## config.mk

```make
export PLATFORM = sky130hd
export DESIGN_NAME = eag_cfg
export DESIGN_NICKNAME = d
export VERILOG_FILES = /design/src/core/eag_cfg.v
export VERILOG_INCLUDE_DIRS = /design/src /design/src/core
export SDC_FILE = /design/constraint.sdc
export NUM_CORES = 1
export LEC_CHECK = 0
export BUFFER_PORTS_ARGS = -buffer_cell sky130_fd_sc_hd__clkbuf_2
export CORE_ASPECT_RATIO = 1.2
export CORE_UTILIZATION = 52
export CTS_CLUSTER_DIAMETER = 200
export DETAILED_ROUTE_END_ITERATION = 7
export PLACE_DENSITY_LB_ADDON = 0.3
export SLEW_MARGIN = 5
export SYNTH_ARGS = -nofsm -noshare
export SYNTH_HDL_FRONTEND = slang
export SYNTH_SLANG_ARGS = --single-unit
```

## constraint.sdc

```tcl
create_clock -name pclk -period 2.4 [get_ports pclk]
set_input_delay 0.24 -clock pclk [delete_from_list [all_inputs] [get_ports pclk]]
set_output_delay 0.24 -clock pclk [all_outputs]
set_load 0.02 [all_outputs]
```

## src/core/eag_consts.vh

```
// Constants for the energy accumulation, gain and channel configuration block.
// Included by the block's design file; holds definitions only.
`ifndef EAG_CONSTS_VH
`define EAG_CONSTS_VH

// Register indices; the byte address on the bus is four times the index.
`define EAG_IDX_ACCUM_MODE 10'h00F
`define EAG_IDX_GAIN 10'h01B
`define EAG_IDX_CHAN_SEL 10'h01C
`define EAG_IDX_IRQ_STATUS 10'h020
`define EAG_IDX_IRQ_ENABLE 10'h021
`define EAG_IDX_IRQ_CLEAR 10'h022

// Accumulation mode register fields.
`define EAG_ACC_ABS_ACTIVE 0
`define EAG_ACC_POS_ONLY 1
`define EAG_ACC_SIGN_ADJ_REACT 2
`define EAG_ACC_ABS_REACT 3
`define EAG_ACC_ACT_EDGE 4
`define EAG_ACC_REACT_EDGE 5
`define EAG_ACC_FAULT_EDGE 6
`define EAG_ACC_TAMPER_IND 7
`define EAG_ACC_WR_MASK 8'h7F

// Gain register fields.
`define EAG_GAIN_CUR_LSB 0
`define EAG_GAIN_PULSE_SIGN 3
`define EAG_GAIN_VOLT_LSB 5
`define EAG_GAIN_WR_MASK 8'hEF
`define EAG_GAIN_MAX_CODE 3'h4

// Channel selection register fields.
`define EAG_CSEL_CUR_GND 2
`define EAG_CSEL_VOLT_GND 3
`define EAG_CSEL_INPUT_LSB 4
`define EAG_CSEL_WR_MASK 8'hFC
`define EAG_CSEL_FORCE_A 2'h1
`define EAG_CSEL_FORCE_B 2'h2

// Interrupt status, enable and clear bit positions.
`define EAG_IRQ_ACTIVE_SIGN 0
`define EAG_IRQ_REACT_SIGN 1
`define EAG_IRQ_FAULT 2
`define EAG_IRQ_WIDTH 3

// Reset values.
`define EAG_RST_BYTE 8'h00
`define EAG_RST_IRQ 3'h0

`endif

```

## src/core/eag_cfg.v

```verilog
// Configuration registers for the energy accumulation front end, with the
// accumulation-mode datapath, power sign and fault event detection and
// a sticky interrupt status behind an APB slave.
// Assumes power samples, pulses and the fault level come from logic on pclk.
`timescale 1ns/1ps
`include "eag_consts.vh"

// What this block does
// - Top accumulation-mode bit reads which current input, A=0 B=1, is used.
// - Fault edge bit 0 flags entering fault mode, 1 flags return to normal.
// - Reactive edge bit 0 flags positive-to-negative, 1 negative-to-positive.
// - Active edge bit 0 flags positive-to-negative, 1 negative-to-positive.
// - Reactive absolute mode accumulates reactive power magnitude.
// - Sign-adjusted mode inverts reactive power while active power is negative.
// - Positive-only mode accumulates only positive active power.
// - Active absolute mode accumulates active power magnitude.
// - Gain bits 7 to 5 set voltage gain 1 to 16 by codes 0 to 4.
// - Gain bit 3 picks sign detection on filtered power or per pulse.
// - Gain bits 2 to 0 set current gain 1 to 16 by codes 0 to 4.
// - Selection bits 5 to 4: 01 forces A, 10 forces B, else tamper logic.
// - Channel-selection bit 3 grounds the voltage input.
// - Channel-selection bit 2 grounds both current inputs.
// - Active sign status flag sets on the selected active sign change.
// - Status flags raise the interrupt only while their enable bit is set.
module eag_cfg #(
   parameter PW = 24
) (
   input wire pclk,
   input wire presetn,
   input wire psel,
   input wire penable,
   input wire pwrite,
   input wire [11:0] paddr,
   input wire [31:0] pwdata,
   input wire sample_valid,
   input wire signed [PW-1:0] active_power,
   input wire signed [PW-1:0] reactive_power,
   input wire active_pulse,
   input wire active_pulse_neg,
   input wire reactive_pulse,
   input wire reactive_pulse_neg,
   input wire fault_mode,
   input wire tamper_picks_b,
   output reg [31:0] prdata,
   output reg pready,
   output reg pslverr,
   output reg accum_valid,
   output reg signed [PW-1:0] active_accum_term,
   output reg signed [PW-1:0] reactive_accum_term,
   output reg [2:0] voltage_gain_code,
   output reg [2:0] current_gain_code,
   output reg tamper_current_input_ind,
   output reg voltage_input_ground,
   output reg current_inputs_ground,
   output reg irq
);

   reg [7:0] accumulation_mode_cfg;
   reg [7:0] channel_gain_cfg;
   reg [7:0] current_channel_select_cfg;
   reg [`EAG_IRQ_WIDTH-1:0] irq_status;
   reg [`EAG_IRQ_WIDTH-1:0] irq_enable;
   // Settings as sampled at the last power sample.
   reg [7:0] acc_live;
   reg [7:0] gain_live;
   reg [7:0] csel_live;
   reg act_neg;
   reg react_neg;
   reg sign_seen;
   reg fault_prev;
   reg fault_seen;

   wire setup = psel & ~penable;
   wire wr_en = psel & penable & pwrite;
   wire [9:0] idx = paddr[11:2];

   // APB write side: registers update at the access edge.
   always @(posedge pclk or negedge presetn) begin
      if (!presetn) begin
         accumulation_mode_cfg <= `EAG_RST_BYTE;
         channel_gain_cfg <= `EAG_RST_BYTE;
         current_channel_select_cfg <= `EAG_RST_BYTE;
         irq_enable <= `EAG_RST_IRQ;
      end else if (wr_en) begin
         case (idx)
            `EAG_IDX_ACCUM_MODE: begin
               accumulation_mode_cfg <= pwdata[7:0] & `EAG_ACC_WR_MASK;
            end
            `EAG_IDX_GAIN: begin
               channel_gain_cfg <= pwdata[7:0] & `EAG_GAIN_WR_MASK;
            end
            `EAG_IDX_CHAN_SEL: begin
               current_channel_select_cfg <= pwdata[7:0] & `EAG_CSEL_WR_MASK;
            end
            `EAG_IDX_IRQ_ENABLE: begin
               irq_enable <= pwdata[`EAG_IRQ_WIDTH-1:0];
            end
            default: begin
               irq_enable <= irq_enable;
            end
         endcase
      end
   end

   wire [1:0] sel_code = csel_live[`EAG_CSEL_INPUT_LSB+1:`EAG_CSEL_INPUT_LSB];
   wire use_b = (sel_code == `EAG_CSEL_FORCE_B) ? 1'b1 :
                (sel_code == `EAG_CSEL_FORCE_A) ? 1'b0 : tamper_picks_b;

   // APB read side: data and answer are prepared in the setup cycle.
   reg [31:0] next_prdata;
   reg next_err;
   always @* begin
      next_prdata = 32'h00000000;
      next_err = 1'b0;
      case (idx)
         `EAG_IDX_ACCUM_MODE: begin
            next_prdata[7:0] = {tamper_current_input_ind, accumulation_mode_cfg[6:0]};
         end
         `EAG_IDX_GAIN: begin
            next_prdata[7:0] = channel_gain_cfg;
         end
         `EAG_IDX_CHAN_SEL: begin
            next_prdata[7:0] = current_channel_select_cfg;
         end
         `EAG_IDX_IRQ_STATUS: begin
            next_prdata[`EAG_IRQ_WIDTH-1:0] = irq_status;
         end
         `EAG_IDX_IRQ_ENABLE: begin
            next_prdata[`EAG_IRQ_WIDTH-1:0] = irq_enable;
         end
         `EAG_IDX_IRQ_CLEAR: begin
            next_prdata = 32'h00000000;
         end
         default: begin
            next_err = 1'b1;
         end
      endcase
   end

   always @(posedge pclk or negedge presetn) begin
      if (!presetn) begin
         prdata <= 32'h00000000;
         pready <= 1'b0;
         pslverr <= 1'b0;
      end else begin
         pready <= setup;
         pslverr <= setup & next_err;
         if (setup) begin
            prdata <= next_prdata;
         end
      end
   end

   // Accumulation terms, one per power sample.
   wire signed [PW-1:0] act_mag = active_power[PW-1] ? -active_power : active_power;
   wire signed [PW-1:0] react_mag = reactive_power[PW-1] ? -reactive_power : reactive_power;
   reg signed [PW-1:0] next_act;
   reg signed [PW-1:0] next_react;
   always @* begin
      next_act = active_power;
      if (acc_live[`EAG_ACC_ABS_ACTIVE]) begin
         next_act = act_mag;
      end else if (acc_live[`EAG_ACC_POS_ONLY] && active_power[PW-1]) begin
         next_act = {PW{1'b0}};
      end
      next_react = reactive_power;
      if (acc_live[`EAG_ACC_ABS_REACT]) begin
         next_react = react_mag;
      end else if (acc_live[`EAG_ACC_SIGN_ADJ_REACT] && active_power[PW-1]) begin
         next_react = -reactive_power;
      end
   end

   always @(posedge pclk or negedge presetn) begin
      if (!presetn) begin
         acc_live <= `EAG_RST_BYTE;
         gain_live <= `EAG_RST_BYTE;
         csel_live <= `EAG_RST_BYTE;
      end else if (sample_valid) begin
         acc_live <= accumulation_mode_cfg;
         gain_live <= channel_gain_cfg;
         csel_live <= current_channel_select_cfg;
      end
   end

   always @(posedge pclk or negedge presetn) begin
      if (!presetn) begin
         accum_valid <= 1'b0;
         active_accum_term <= {PW{1'b0}};
         reactive_accum_term <= {PW{1'b0}};
      end else begin
         accum_valid <= sample_valid;
         if (sample_valid) begin
            active_accum_term <= next_act;
            reactive_accum_term <= next_react;
         end
      end
   end

   // Gain and input controls.
   wire [2:0] vcode = gain_live[`EAG_GAIN_VOLT_LSB+2:`EAG_GAIN_VOLT_LSB];
   wire [2:0] ccode = gain_live[`EAG_GAIN_CUR_LSB+2:`EAG_GAIN_CUR_LSB];
   always @(posedge pclk or negedge presetn) begin
      if (!presetn) begin
         voltage_gain_code <= 3'h0;
         current_gain_code <= 3'h0;
         tamper_current_input_ind <= 1'b0;
         voltage_input_ground <= 1'b0;
         current_inputs_ground <= 1'b0;
      end else begin
         voltage_gain_code <= (vcode > `EAG_GAIN_MAX_CODE) ? `EAG_GAIN_MAX_CODE : vcode;
         current_gain_code <= (ccode > `EAG_GAIN_MAX_CODE) ? `EAG_GAIN_MAX_CODE : ccode;
         tamper_current_input_ind <= use_b;
         voltage_input_ground <= csel_live[`EAG_CSEL_VOLT_GND];
         current_inputs_ground <= csel_live[`EAG_CSEL_CUR_GND];
      end
   end

   wire per_pulse = gain_live[`EAG_GAIN_PULSE_SIGN];
   wire act_strobe = per_pulse ? active_pulse : sample_valid;
   wire react_strobe = per_pulse ? reactive_pulse : sample_valid;
   wire act_now_neg = per_pulse ? active_pulse_neg : active_power[PW-1];
   wire react_now_neg = per_pulse ? reactive_pulse_neg : reactive_power[PW-1];
   wire act_edge_sel = acc_live[`EAG_ACC_ACT_EDGE];
   wire react_edge_sel = acc_live[`EAG_ACC_REACT_EDGE];

   wire act_event = act_strobe & sign_seen & (act_neg != act_now_neg) &
                    (act_now_neg ^ act_edge_sel);
   wire react_event = react_strobe & sign_seen & (react_neg != react_now_neg) &
                      (react_now_neg ^ react_edge_sel);
   wire fault_event = fault_seen & (fault_prev != fault_mode) &
                      (fault_mode ^ acc_live[`EAG_ACC_FAULT_EDGE]);

   always @(posedge pclk or negedge presetn) begin
      if (!presetn) begin
         act_neg <= 1'b0;
         react_neg <= 1'b0;
         sign_seen <= 1'b0;
         fault_prev <= 1'b0;
         fault_seen <= 1'b0;
      end else begin
         if (act_strobe) begin
            act_neg <= act_now_neg;
         end
         if (react_strobe) begin
            react_neg <= react_now_neg;
         end
         if (sample_valid) begin
            sign_seen <= 1'b1;
         end
         fault_prev <= fault_mode;
         fault_seen <= 1'b1;
      end
   end

   // Sticky status: a set in the same cycle as its clear wins.
   wire clr_wr = wr_en & (idx == `EAG_IDX_IRQ_CLEAR);
   wire [`EAG_IRQ_WIDTH-1:0] clr_bits = clr_wr ? pwdata[`EAG_IRQ_WIDTH-1:0] : `EAG_RST_IRQ;
   wire [`EAG_IRQ_WIDTH-1:0] set_bits = {fault_event, react_event, act_event};
   wire [`EAG_IRQ_WIDTH-1:0] next_status = (irq_status & ~clr_bits) | set_bits;

   always @(posedge pclk or negedge presetn) begin
      if (!presetn) begin
         irq_status <= `EAG_RST_IRQ;
         irq <= 1'b0;
      end else begin
         irq_status <= next_status;
         irq <= |(irq_status & irq_enable);
      end
   end

endmodule

```

; Word-level counts from Yosys, hierarchy flattened
; Index checks and enable logic that the tools add are counted.
[totals]
reg_bits = 118
latchBits = 0
mem_bits_rw = 0
mem_bits_ro = 0
out_inout_bits = 93
memories = 0
[op_classes]
n_addsub = 2
multipliers = 0
div_mod_pow = 0
magnitude_cmp = 2
n_eq_ne = 11
shifts = 0
muxes = 18
bitwise_logic = 21
n_reduce_logical = 8
[op_table]
columns = op, count
row1 = 2-to-1 mux 24 bit, 6
row2 = negator 24 bit, 2
row3 = == test 10 x 6 -> 1 bit (second input constant), 3
row4 = == test 10 x 5 -> 1 bit (second input constant), 2
row5 = case mux 3 bit (5 select lines), 1
row6 = case mux 5 bit (3 select lines), 1
row7 = bitwise AND 1 bit, 13
row8 = == test 10 x 4 -> 1 bit (second input constant), 1
row9 = 2-to-1 mux 3 bit, 3
row10 = AND reduction 2 bit, 4
row11 = 2-to-1 mux 1 bit, 7
row12 = bitwise AND 3 bit, 2
row13 = greater-than comparator 3 bit (second input constant), 2
row14 = OR reduction 6 bit, 1
row15 = inequality test 1 bit, 3
row16 = NOT 3 bit, 1
row17 = OR 3 bit, 1
row18 = OR reduction 3 bit, 1
row19 = bitwise XOR 1 bit, 3
row20 = == test 2 x 1 -> 1 bit (second input constant), 1
row21 = == test 2 bit (second input constant), 1
row22 = logical AND 1 bit, 2
row23 = NOT 1 bit, 1

; Logic depth before layout (Yosys ltp)
; Gate-level depths: netlist of run 1.
[depth]
depth_word = 7
mapped_depth = 7

; Least setup slack after synthesis of run 1
; Ideal clock, no wire load.
[synth_path]
kind = input to register
start = input port reactive_power[2]
end = register reactive_accum_term[23]
setup_time_ps = 95
arrival_time_ps = 1776
setup_slack_ps = 529
cell_stages = 7
path_buffers = 0
cell_sequence = nor4_2 > nand4_1 > nor3_1 > ha_1 > nor2_1 > a211oi_1 > o31ai_1
[synth_via]
elab_chain_len = 3
[synth_rtl]
columns = element, line
row1 = start: declaration, eag_cfg.v:37  ; input wire signed [PW-1:0] reactive_power,
row2 = negator 24 bit *, "eag_cfg.v:156, eag_cfg.v:170"
row3 = 2-to-1 mux 24 bit (on tied branches), "eag_cfg.v:169, eag_cfg.v:156"
row4 = 2-to-1 mux 24 bit *, eag_cfg.v:167  ; if (acc_live[`EAG_ACC_ABS_REACT]) begin
row5 = end signal: assignment, eag_cfg.v:190  ; reactive_accum_term <= {PW{1'b0}};
row6 = end signal: assignment, eag_cfg.v:195  ; reactive_accum_term <= next_react;
row7 = end: declaration, eag_cfg.v:49  ; output reg signed [PW-1:0] reactive_accum_term,
; Mark *: on every way between the ends. The rest lies on a longest branch, timed or not.
; A chain may end at the register's enable or synchronous reset.

; Final worst setup path of run 1
[layout_path]
start = register acc_live[0]
end = register active_accum_term[13]
[layout_via]
elab_chain_len = 1
[layout_rtl]
columns = element, line
row1 = start: declaration, eag_cfg.v:64  ; reg [7:0] acc_live;
row2 = start signal: assignment, eag_cfg.v:176  ; acc_live <= `EAG_RST_BYTE;
row3 = start signal: assignment, eag_cfg.v:180  ; acc_live <= accumulation_mode_cfg;
row4 = 2-to-1 mux 24 bit, eag_cfg.v:161  ; if (acc_live[`EAG_ACC_ABS_ACTIVE]) begin
row5 = end signal: assignment, eag_cfg.v:189  ; active_accum_term <= {PW{1'b0}};
row6 = end signal: assignment, eag_cfg.v:194  ; active_accum_term <= next_act;
row7 = end: declaration, eag_cfg.v:48  ; output reg signed [PW-1:0] active_accum_term,
; No other way between the ends.

==> results of run 1 <==
worst paths after layout:
check / endpoint / start / slack, ns / cells past startpoint
setup reg to reg: active_accum_term[13] / acc_live[0] / 0.55 / 4
setup / recovery: active_accum_term[13] / acc_live[0] / 0.55 / 4
max in group asynchronous: channel_gain_cfg[7] / presetn / 1.44 / 3
min in group asynchronous: active_accum_term[9] / presetn / 0.43 / 3
hold / removal: current_channel_select_cfg[7] / pwdata[7] / 0.08 / 2
hold reg to reg: current_inputs_ground / csel_live[2] / 0.37 / 0
kinds of logic (layout without fill, tap and decap cells):
group / Yosys count / after routing / share of synthesized area [%]
xor+xnor: 10 / 10 / 1.39
compound gates: 142 / 142 / 15.5
buf+inv: 79 / 221 / 6.29
fa+ha+maj: 3 / 3 / 0.595
flops: 118 / 118 / 46.8
mux: 62 / 62 / 11.0
simple gates: 210 / 210 / 18.3
other cells: 2 / 25 / 0.119
state kept, by name, summed over array words and instances (netlist names), 3 cells and up:
signal	flops
irq_status	3
prdata	8
current_channel_select_cfg	6
csel_live	4
active_accum_term	24
accumulation_mode_cfg	7
gain_live	7
irq_enable	3
reactive_accum_term	24
channel_gain_cfg	7
voltage_gain_code	3
acc_live	7
current_gain_code	3
per-stage QoR:
step / instances / worst slack, ns
floorplan: 649 / 0.529
global placement: 915 / 0.337
detailed placement: 915 / 0.319
CTS: 948 / 0.563
global route: 948 / 0.425
finish: 948 / 0.553
area by class of cell:
| cell class | instances | area share, % |
|---|---|---|
| timing repair buffer | 171 | 12.1 |
| sequential | 118 | 37.5 |
| inverter | 19 | 0.905 |
| clock inverter | 8 | 2.14 |
| tap | 157 | 2.49 |
| clock buffer | 23 | 6.20 |
| multi-input combinational | 452 | 38.7 |
cell usage in the layout, fill, tap and decap left out, types with 5 or more instances in the layout:
master,synthesis,final
sky130_fd_sc_hd__a22oi_1,11,11
sky130_fd_sc_hd__nand3_1,12,12
sky130_fd_sc_hd__a21oi_1,40,40
sky130_fd_sc_hd__a31oi_1,16,16
sky130_fd_sc_hd__clkbuf_16,0,17
sky130_fd_sc_hd__bufinv_16,0,5
sky130_fd_sc_hd__nor3_1,11,11
sky130_fd_sc_hd__or3_1,7,7
sky130_fd_sc_hd__and4_1,9,9
sky130_fd_sc_hd__nand2_1,46,46
sky130_fd_sc_hd__inv_1,19,19
sky130_fd_sc_hd__buf_4,24,23
sky130_fd_sc_hd__nand4_1,9,9
sky130_fd_sc_hd__and2_1,6,6
sky130_fd_sc_hd__a211oi_1,10,10
sky130_fd_sc_hd__o311ai_0,6,6
sky130_fd_sc_hd__nor4_1,7,7
sky130_fd_sc_hd__o21ai_0,14,14
sky130_fd_sc_hd__dfrtp_1,118,118
sky130_fd_sc_hd__nand2b_1,11,11
sky130_fd_sc_hd__nor2b_1,6,6
sky130_fd_sc_hd__o211ai_1,7,7
sky130_fd_sc_hd__conb_1,2,25
sky130_fd_sc_hd__mux2_2,58,58
sky130_fd_sc_hd__or4_1,5,5
sky130_fd_sc_hd__nor2_1,58,58
sky130_fd_sc_hd__xnor2_1,10,10
sky130_fd_sc_hd__a222oi_1,7,7
sky130_fd_sc_hd__clkbuf_2,0,144
routing by layer:
metal,global-route usage [%],wire length (um),vias up
met1,31.5,6390,2624
li1,-,-,2584
met5,0,0,-
met2,43.6,8050,220
met4,12.6,408,0
met3,5.58,900,34
power groups by stage:
stage	Sequential, mW	Clock [mW]	Combinational, mW
after floorplan	2.26	0	0.281
after global placement	2.16	0	0.633
after detailed placement	2.17	0	0.650
after CTS	2.13	2.85	0.656
after global routing	2.14	2.95	0.720
final	2.13	2.82	0.654
==> qor_table.md, run 1 <==
| Quantity | This run |
| --- | --- |
| Outcome | complete, no violations |
| Aggregate global routing overflow | 0 |
| Worst-path fanout max | 20 |
| Number of setup buffers added after CTS | 0 |
| Number of primary I/O pins | 197 |
| Yosys reg bits | 118 |
| Switching share of power | 24.2% |
| Half-perimeter wire length after detailed placement | 11.1 mm |
| Max-capacitance violation count | 0 |
| Hold Path Class | in -> reg |
| Number of global-route vias before repair | 5221 |
| Maximum number of pins on one net before global-route repair | 119 |
| Number of setup violations in the final report | 0 |
| Effective utilization at floorplan | 54.0% |
| Internal power of the cells | 4.25 mW |
| Delay of the slowest critical-path stage | 0.46 ns |
| Final cycle utilization of the critical path | 76.9% |
| Wire length per cell | 16.6 um |
| DRC viols | 0 |
| Cell-by-cell trace of the critical path | nand2_1 -> a41oi_1 -> mux2_2 -> a21oi_1 |
| Placeable Area | 11700 sq um |
| Post-route antenna net violation count | 0 |
| Number of different library cells in the post-synthesis netlist | 64 |
| Clock network power share | 50.3% |
| Unrepaired setup endpoints after global routing | false |
| Post-CTS resize count | 0 |
| CTS tree | done |
| CP delay by family, top | compound AO/OA/AOI/OAI gates |
| Power Density | 713 nW/um^2 |
| Fin nets | 886 |
| GP Congestion | 0.839 |
| Area of the mapped netlist | 6310 sq um |
| Design Area, Final | 7880 sq um |
| Synthesized area per cell | 10.1 sq um |
| Vias after detailed routing | 5462 |
| Placed instance area | 7200 sq um |
| Skew-Pair Late Insertion Delay | 0.41 ns |
| Synth top area cells | sky130_fd_sc_hd__dfrtp_1 (47%), sky130_fd_sc_hd__mux2_2 (10%), sky130_fd_sc_hd__nor2_1 (3.5%), sky130_fd_sc_hd__a21oi_1 (3.2%), sky130_fd_sc_hd__buf_4 (2.9%) |
| DRC violation total after the first TritonRoute iteration | 319 |
| Clock Path Buffers | 2 |
| Final hold violation count | 0 |
| Number of buffers inserted by hold repair at cts | 2 |
| Post-synth top flop | sky130_fd_sc_hd__dfrtp_1 |
| Fraction of synthesis flops using an asynchronous set or reset pin | 100% |
| Number of clock sinks seen by CTS | 118 |
| Antenna fix cells | 0 |
| Clock transition at the register clock pins on the worst setup and hold paths after CTS | 0.05 ns |
| I/O Buffers | 146 |
| GRT Total Usage | 26.0% |
| Count of buffer and inverter cells on the critical path | 0 |
| Number of antenna violations at the first check in global routing | 0 |
| Area share of the largest cell type after synthesis | 46.8% |
| First-pass GRT wire length | 25.0 mm |
| Most frequent cell after synthesis | sky130_fd_sc_hd__dfrtp_1 |
| Fin util | 67.5% |
| Sequential cell area | 2950 sq um |
| CTS Buf Count | 17 |
| Post-detailed-routing wire length | 15.8 mm |
| Floorplan die width | 103 um |
| Share of the yosys chip area belonging to registers | 46.8% |
| CP startpoint kind | register |
| Number of pins exceeding their max-slew limit in the final report | 0 |
| Total power draw | 5.61 mW |
| Number of synthesized flops with an enable pin | 0 |
| CP arrival | 2.17 ns |
| Min Tclk post-route | 1.85 ns |
| Per-cell via count in the routed design | 5.76 |
| Number of standard cells after synthesis | 626 |
| H-tree Lvls | 4 |
| Cell taking the most area after synthesis | sky130_fd_sc_hd__dfrtp_1 |
| Die height | 123 um |
| Combinational share of power | 11.7% |
| Standby leakage power | 3.75 nW |
| Site row count | 43 |
| Transition at the pin with the smallest max-transition slack | 0.759 ns |
| Switching component of the power | 1.36 mW |
| Setup tns final | 0 ns |
| Endpoint required time on the critical path | 2.72 ns |
| Sequential fraction of design power | 38.0% |
| Crit-path slowest cell | sky130_fd_sc_hd__dfrtp_1 |
| Total of warnings raised by yosys | 0 |
| Total area of multi-input combinational cells | 3050 sq um |
| Root Driver | sky130_fd_sc_hd__clkbuf_16 |
| Fraction of final layout cells with drive strength greater than 1 | 33.6% |
| IR drop worst, VDD | 393 uV |
| Total die area | 12600 sq um |
| Slew Limit Headroom | 49.4% |
| Worst hold margin | 0.0822 ns |
| Length of the first detailed-routing pass in iterations | 6 |
| Worst clock skew on the final layout | 0.0125 ns |
| CP Class | reg -> reg |
| # fillers | 929 |
| Signed area change from the synthesized netlist to the final layout | 24.9% |
| Crit path capture type | register |
| Highest Clock Rate | 0.542 GHz |
| Leading cell types by count after synthesis | sky130_fd_sc_hd__dfrtp_1 (118), sky130_fd_sc_hd__mux2_2 (58), sky130_fd_sc_hd__nor2_1 (58), sky130_fd_sc_hd__nand2_1 (46), sky130_fd_sc_hd__a21oi_1 (40) |
No activity file was read; power rests on OpenSTA's default activity.
==> inputs of run 2 (changes only) <==
Clock period 2.4 ns to 1.75 ns, I/O delays scaled along.
==> run 2 against run 1 <==
Register-to-register slack worse by 0.39 ns. Cell count is 3.7% higher. Critical endpoint is now reactive_accum_term[16]. Flip-flop and latch count stayed put. Routed wire length is 0.57% higher.
==> qor_table.md, run 2 (same netlist as run 1, synthesis figures left out) <==
| Quantity | This run | Delta |
| --- | --- | --- |
| Total die area | 12600 sq um | unchanged |
| CTS tree | done |  |
| GP Congestion | 0.860 | +2.5% |
| Placeable Area | 11700 sq um | unchanged |
| Number of primary I/O pins | 197 | unchanged |
| Post-CTS resize count | 0 | unchanged |
| Worst-path fanout max | 13 | -35% |
| End point of the critical path | reactive_accum_term[16] |  |
| Number of setup buffers added after CTS | 0 | unchanged |
| Number of setup violations in the final report | 0 | unchanged |
| Worst r2r src | acc_live[3] |  |
| I/O Buffers | 146 | unchanged |
| Placed instance area | 7470 sq um | +3.8% |
| Number of antenna violations at the first check in global routing | 0 | unchanged |
| GRT Total Usage | 26.1% | +0.047 points |
| Post-detailed-routing wire length | 15.8 mm | +0.57% |
| Endpoint of the most critical register-to-register path | reactive_accum_term[16] |  |
| Register-to-register setup slack | 0.16 ns | -0.39 ns |
| Number of clock sinks seen by CTS | 118 | unchanged |
| Site row count | 43 | unchanged |
| Length of the first detailed-routing pass in iterations | 5 | -1 |
| Clock Path Buffers | 2 | unchanged |
| Final hold violation count | 0 | unchanged |
| Standby leakage power | 3.84 nW | +2.5% |
| Maximum number of pins on one net before global-route repair | 76 | -36% |
| Signed area change from the synthesized netlist to the final layout | 27.6% |  |
| DRC violation total after the first TritonRoute iteration | 341 | +6.9% |
| Number of global-route vias before repair | 5350 | +2.5% |
| Transition at the pin with the smallest max-transition slack | 0.491 ns | -0.269 ns |
| CP startpoint kind | register |  |
| Hold Path Class | in -> reg |  |
| Most used cells in the layout excluding fill and tap cells | sky130_fd_sc_hd__clkbuf_2 (144), sky130_fd_sc_hd__dfrtp_1 (118), sky130_fd_sc_hd__mux2_2 (58), sky130_fd_sc_hd__nor2_1 (58), sky130_fd_sc_hd__buf_4 (55) |  |
| Root Driver | sky130_fd_sc_hd__clkbuf_16 |  |
| Per-cell via count in the routed design | 5.66 | -1.7% |
| Worst hold margin | 0.0148 ns | -0.0674 ns |
| CP Class | reg -> reg |  |
| Largest registers | active_accum_term x24, reactive_accum_term x24, prdata x8 |  |
| Outcome | complete, no violations |  |
| Worst clock skew on the final layout | 0.00734 ns | -0.00518 ns |
| Floorplan die width | 103 um | unchanged |
| Skew-Pair Late Insertion Delay | 0.41 ns | about the same |
| Design Area, Final | 8050 sq um | +2.2% |
| Worst setup startpoint | acc_live[3] |  |
| Endpoint required time on the critical path | 2.01 ns | -0.71 ns |
| Unrepaired setup endpoints after global routing | false |  |
| First-pass GRT wire length | 25.2 mm | +0.91% |
| Post-route antenna net violation count | 0 | unchanged |
| Min Tclk post-route | 1.59 ns | -0.256 ns |
| Highest Clock Rate | 0.629 GHz | +16% |
| Final cycle utilization of the critical path | 90.9% | +14 points |
| Clock transition at the register clock pins on the worst setup and hold paths after CTS | 0.06 ns | about the same |
| H-tree Lvls | 4 | unchanged |
| Half-perimeter wire length after detailed placement | 11.8 mm | +5.5% |
| Power Density | 877 nW/um^2 | +23% |
| CTS Buf Count | 17 | unchanged |
| CP arrival | 1.85 ns | -0.32 ns |
| Fin nets | 920 | +3.8% |
| Commonest non-fill, non-tap cell in the layout | sky130_fd_sc_hd__clkbuf_2 |  |
| DRC viols | 0 | unchanged |
| Vias after detailed routing | 5567 | +1.9% |
| Max-capacitance violation count | 0 | unchanged |
| Total power draw | 7.06 mW | +26% |
| IR drop worst, VDD | 620 uV | +58% |
| Wire length per cell | 16.1 um | -3.0% |
| Die height | 123 um | unchanged |
| # fillers | 924 | -0.54% |
| Effective utilization at floorplan | 54.0% | unchanged |
| Antenna fix cells | 0 | unchanged |
| Crit path capture type | register |  |
| Aggregate global routing overflow | 0 | unchanged |
| Slew Limit Headroom | 66.9% | +18 points |
| Number of pins exceeding their max-slew limit in the final report | 0 | unchanged |
| Number of buffers inserted by hold repair at cts | 3 | +1 |
| Number of cell instances on the worst register-to-register path | 5 | +1 |
| Fraction of final layout cells with drive strength greater than 1 | 36.7% | +3.1 points |
| Fin util | 69.0% | +1.5 points |
[run 2: cell types whose count changed in the layout (fill, tap and decap cells not counted), sizes merged]
cell | before | now
buf | 25 | 58
bufinv | 5 | 0
clkbuf | 167 | 161
clkinv | 3 | 1
clkinvlp | 0 | 7
dlygate4sd3 | 2 | 3
inv | 19 | 26
[run 2: area by class of cell]
class / count / area, sq um / area share (%)
flip-flops and latches: 118 / 2950 / 36.7
repair buffers: 205 / 1220 / 15.2
inverters: 19 / 71.3 / 0.886
multi-input cells: 452 / 3060 / 38.0
well taps: 157 / 196 / 2.44
clock inverters: 15 / 121 / 1.51
clock buffers: 17 / 425 / 5.28
[run 2: per-stage QoR]
step                TNS [ns]  setup WS [ns]  instances
floorplan            -0.0144        -0.0144        649
global placement      -0.704         -0.133        948
detailed placement     -1.86         -0.153        948
CTS                        0          0.154        983
global route               0        0.00242        983
finish                     0          0.159        983
[run 2: critical path, cell delays in order (launching register included)]
cell	delay (ns)
sky130_fd_sc_hd__dfrtp_1	0.40
sky130_fd_sc_hd__nand3b_1	0.21
sky130_fd_sc_hd__buf_4	0.21
sky130_fd_sc_hd__and4_1	0.20
sky130_fd_sc_hd__a221oi_1	0.22
sky130_fd_sc_hd__o311ai_0	0.20
[run 2: how the worst min path moves through the flow]
stage               startpoint                             to  slack, ns  cells after the start
global route         pwdata[4]       accumulation_mode_cfg[4]       0.02                      2
floorplan              presetn                    acc_live[0]      -0.12                      0
global placement       presetn           active_accum_term[9]      0.002                      1
CTS                  pwdata[7]  current_channel_select_cfg[7]     0.0003                      2
detailed placement     presetn           active_accum_term[8]      0.009                      1
finish               pwdata[7]  current_channel_select_cfg[7]       0.01                      2
[run 2: routing by layer]
metal	track usage, %	vias to the layer above	part of all wire, %
li1	-	2653	-
met1	29.9	2667	40
met2	46.2	221	52
met3	6.44	26	5.9
met4	9.91	0	1.9
met5	0	-	0
[run 2: power breakdown]
group / switching [mW] / internal [mW]
Sequential: 0.0746 / 2.85
Clock: 1.36 / 1.84
Combinational: 0.598 / 0.344
Total: 2.03 / 5.03
==> inputs of run 3 (changes only) <==
Settings changed: CORE_UTILIZATION 52 to 45, SLEW_MARGIN 5 to unset.
==> run 3 against run 2 <==
Non-clock buffer count grew 11. Power up 5.8%. Critical endpoint is now reactive_accum_term[12]. Sequential share of layout area down 0.70 points. Flip-flop and latch count did not move. Highest routed layer unchanged. Utilization down 9.3 points. Clock power up 13%. Largest cell class unchanged. First-iteration DRC count grew 12%. Register-to-register slack barely moved. Final area increased by 1.9%. Clock skew rose by 0.0035 ns. Combinational power up 2.2%.
==> qor_table.md, run 3 (same netlist as run 1, synthesis figures left out) <==
| Quantity | This run | Delta |
| --- | --- | --- |
| Standby leakage power | 3.95 nW | +2.7% |
| Number of antenna violations at the first check in global routing | 0 | unchanged |
| Min Tclk post-route | 1.58 ns | -0.00862 ns |
| I/O Buffers | 146 | unchanged |
| H-tree Lvls | 4 | unchanged |
| Placed instance area | 7570 sq um | +1.3% |
| Number of setup buffers added after CTS | 0 | unchanged |
| Design Area, Final | 8210 sq um | +1.9% |
| IR drop worst, VDD | 565 uV | -9.0% |
| # fillers | 1176 | +27% |
| Maximum number of pins on one net before global-route repair | 62 | -18% |
| Antenna fix cells | 0 | unchanged |
| Global-route layer with the greatest usage | met2 |  |
| Crit path capture type | register |  |
| Endpoint required time on the critical path | 2.09 ns | +0.08 ns |
| Unrepaired setup endpoints after global routing | false |  |
| Hold Path Class | in -> reg |  |
| Delay of the slowest critical-path stage | 0.41 ns | about the same |
| Length of the first detailed-routing pass in iterations | 6 | +1 |
| Clock transition at the register clock pins on the worst setup and hold paths after CTS | 0.06 ns | about the same |
| Largest registers | active_accum_term x24, reactive_accum_term x24, prdata x8 |  |
| Worst hold margin | 0.00649 ns | -0.00832 ns |
| Power Density | 911 nW/um^2 | +3.8% |
| Worst clock skew on the final layout | 0.0108 ns | +0.00345 ns |
| Commonest non-fill, non-tap cell in the layout | sky130_fd_sc_hd__clkbuf_2 |  |
| CP arrival | 1.92 ns | +0.07 ns |
| First-pass GRT wire length | 27.3 mm | +8.1% |
| Global routing met3 resource utilization | 5.31% | -1.1 points |
| Wire length per cell | 16.7 um | +3.5% |
| Cell-by-cell trace of the critical path | nand3b_1 -> and2_0 -> buf_4 -> or3_1 -> a31oi_1 |  |
| Site row count | 47 | +9.3% |
| Max-capacitance violation count | 0 | unchanged |
| Skew-Pair Late Insertion Delay | 0.42 ns | about the same |
| Floorplan die width | 110 um | +7.4% |
| Total die area | 14500 sq um | +15% |
| Highest Clock Rate | 0.632 GHz | +0.54% |
| Half-perimeter wire length after detailed placement | 12.3 mm | +4.5% |
| Outcome | complete, no violations |  |
| Die height | 132 um | +7.4% |
| Number of global-route vias before repair | 5736 | +7.2% |
| Final cycle utilization of the critical path | 90.4% | -0.49 points |
| Most used cells in the layout excluding fill and tap cells | sky130_fd_sc_hd__clkbuf_2 (144), sky130_fd_sc_hd__dfrtp_1 (118), sky130_fd_sc_hd__buf_4 (66) |  |
| Per-cell via count in the routed design | 5.62 | -0.73% |
| Met2 capacity usage during global routing | 40.8% | -5.4 points |
| Placeable Area | 13800 sq um | +18% |
| Aggregate global routing overflow | 0 | unchanged |
| Number of setup violations in the final report | 0 | unchanged |
| Fraction of final layout cells with drive strength greater than 1 | 37.5% | +0.83 points |
| DRC viols | 0 | unchanged |
| Count of buffer and inverter cells on the critical path | 1 | unchanged |
| Signed area change from the synthesized netlist to the final layout | 30.1% |  |
| Post-detailed-routing wire length | 16.8 mm | +6.1% |
| GRT Total Usage | 24.1% | -2.0 points |
| Number of clock sinks seen by CTS | 118 | unchanged |
| DRC violation total after the first TritonRoute iteration | 381 | +12% |
| Slew Limit Headroom | 64.4% | -2.6 points |
| CP delay by family, top | simple AND/OR/NAND/NOR gates |  |
| Fin nets | 931 | +1.2% |
| Clock Path Buffers | 2 | unchanged |
| Total power draw | 7.47 mW | +5.8% |
| Number of primary I/O pins | 197 | unchanged |
| CTS tree | done |  |
| Crit-path slowest cell | sky130_fd_sc_hd__dfrtp_1 |  |
| Root Driver | sky130_fd_sc_hd__clkbuf_16 |  |
| Post-route antenna net violation count | 0 | unchanged |
| Final hold violation count | 0 | unchanged |
| GR Util met1 | 29.3% | -0.61 points |
| Effective utilization at floorplan | 45.8% | -8.2 points |
| Fin util | 59.6% | -9.3 points |
| Vias after detailed routing | 5667 | +1.8% |
| Setup tns final | 0 ns | unchanged |
| CTS Buf Count | 17 | unchanged |
| Worst-path fanout max | 16 | +3 |
| CP Class | reg -> reg |  |
| CP startpoint kind | register |  |
| Transition at the pin with the smallest max-transition slack | 0.529 ns | +0.0384 ns |
| GP Congestion | 0.873 | +1.6% |
| Number of pins exceeding their max-slew limit in the final report | 0 | unchanged |
run 3: cell count changes in the layout (fill, tap and decap cells not counted):
cell	change
sky130_fd_sc_hd__inv_8	+1
sky130_fd_sc_hd__inv_6	+2
sky130_fd_sc_hd__clkinvlp_4	-6
sky130_fd_sc_hd__bufinv_16	+2
sky130_fd_sc_hd__buf_4	+11
sky130_fd_sc_hd__clkinv_2	-1
sky130_fd_sc_hd__clkinv_4	+2
run 3: report_power, final:
| part | switching [mW] | internal (mW) | leakage, nW | total [mW] |
|---|---|---|---|---|
| logic | 0.607 | 0.356 | 2.16 | 0.963 |
| clock network | 1.43 | 2.16 | 0.294 | 3.59 |
| registers | 0.0721 | 2.85 | 1.49 | 2.92 |
run 3: layer usage:
layer  up-vias  wire (um)
li1       2662          -
met1      2764       6950
met2       209       8600
met3        32        923
met4         0        344
met5         -          0
run 3: final cells by class:
| type | count | area [sq um] | share of cell area, % |
|---|---|---|---|
| well taps | 171 | 214 | 2.61 |
| repair buffers | 216 | 1310 | 15.9 |
| inverters | 19 | 71.3 | 0.869 |
| clock inverters | 15 | 178 | 2.16 |
| flip-flops and latches | 118 | 2950 | 36.0 |
| multi-input cells | 452 | 3060 | 37.3 |
| clock buffers | 17 | 425 | 5.18 |
run 3: repair_timing:
| item | in CTS | in global routing |
|---|---|---|
| hold buffers | 3 | 0 |
| resized for setup | 0 | 0 |
| endpoints found under the hold margin | 120 | 0 |
run 3: per-stage QoR:
stage / worst slack, ns / std cells
detailed placement: -0.128 / 973
global route: 0.0653 / 1008
floorplan: -0.0144 / 649
CTS: 0.167 / 1008
global placement: -0.0630 / 973
finish: 0.168 / 1008
run 3: worst paths after layout:
path                              start                        to  slack [ns]  depth (start not counted)
max in group asynchronous       presetn  accumulation_mode_cfg[5]        1.02                          3
max reg2reg                 acc_live[3]   reactive_accum_term[12]        0.17                          5
max                         acc_live[3]   reactive_accum_term[12]        0.17                          5
min in group asynchronous       presetn   reactive_accum_term[11]        0.15                          2
min reg2reg                csel_live[3]      voltage_input_ground        0.38                          0
min                           pwdata[7]       channel_gain_cfg[7]       0.006                          2
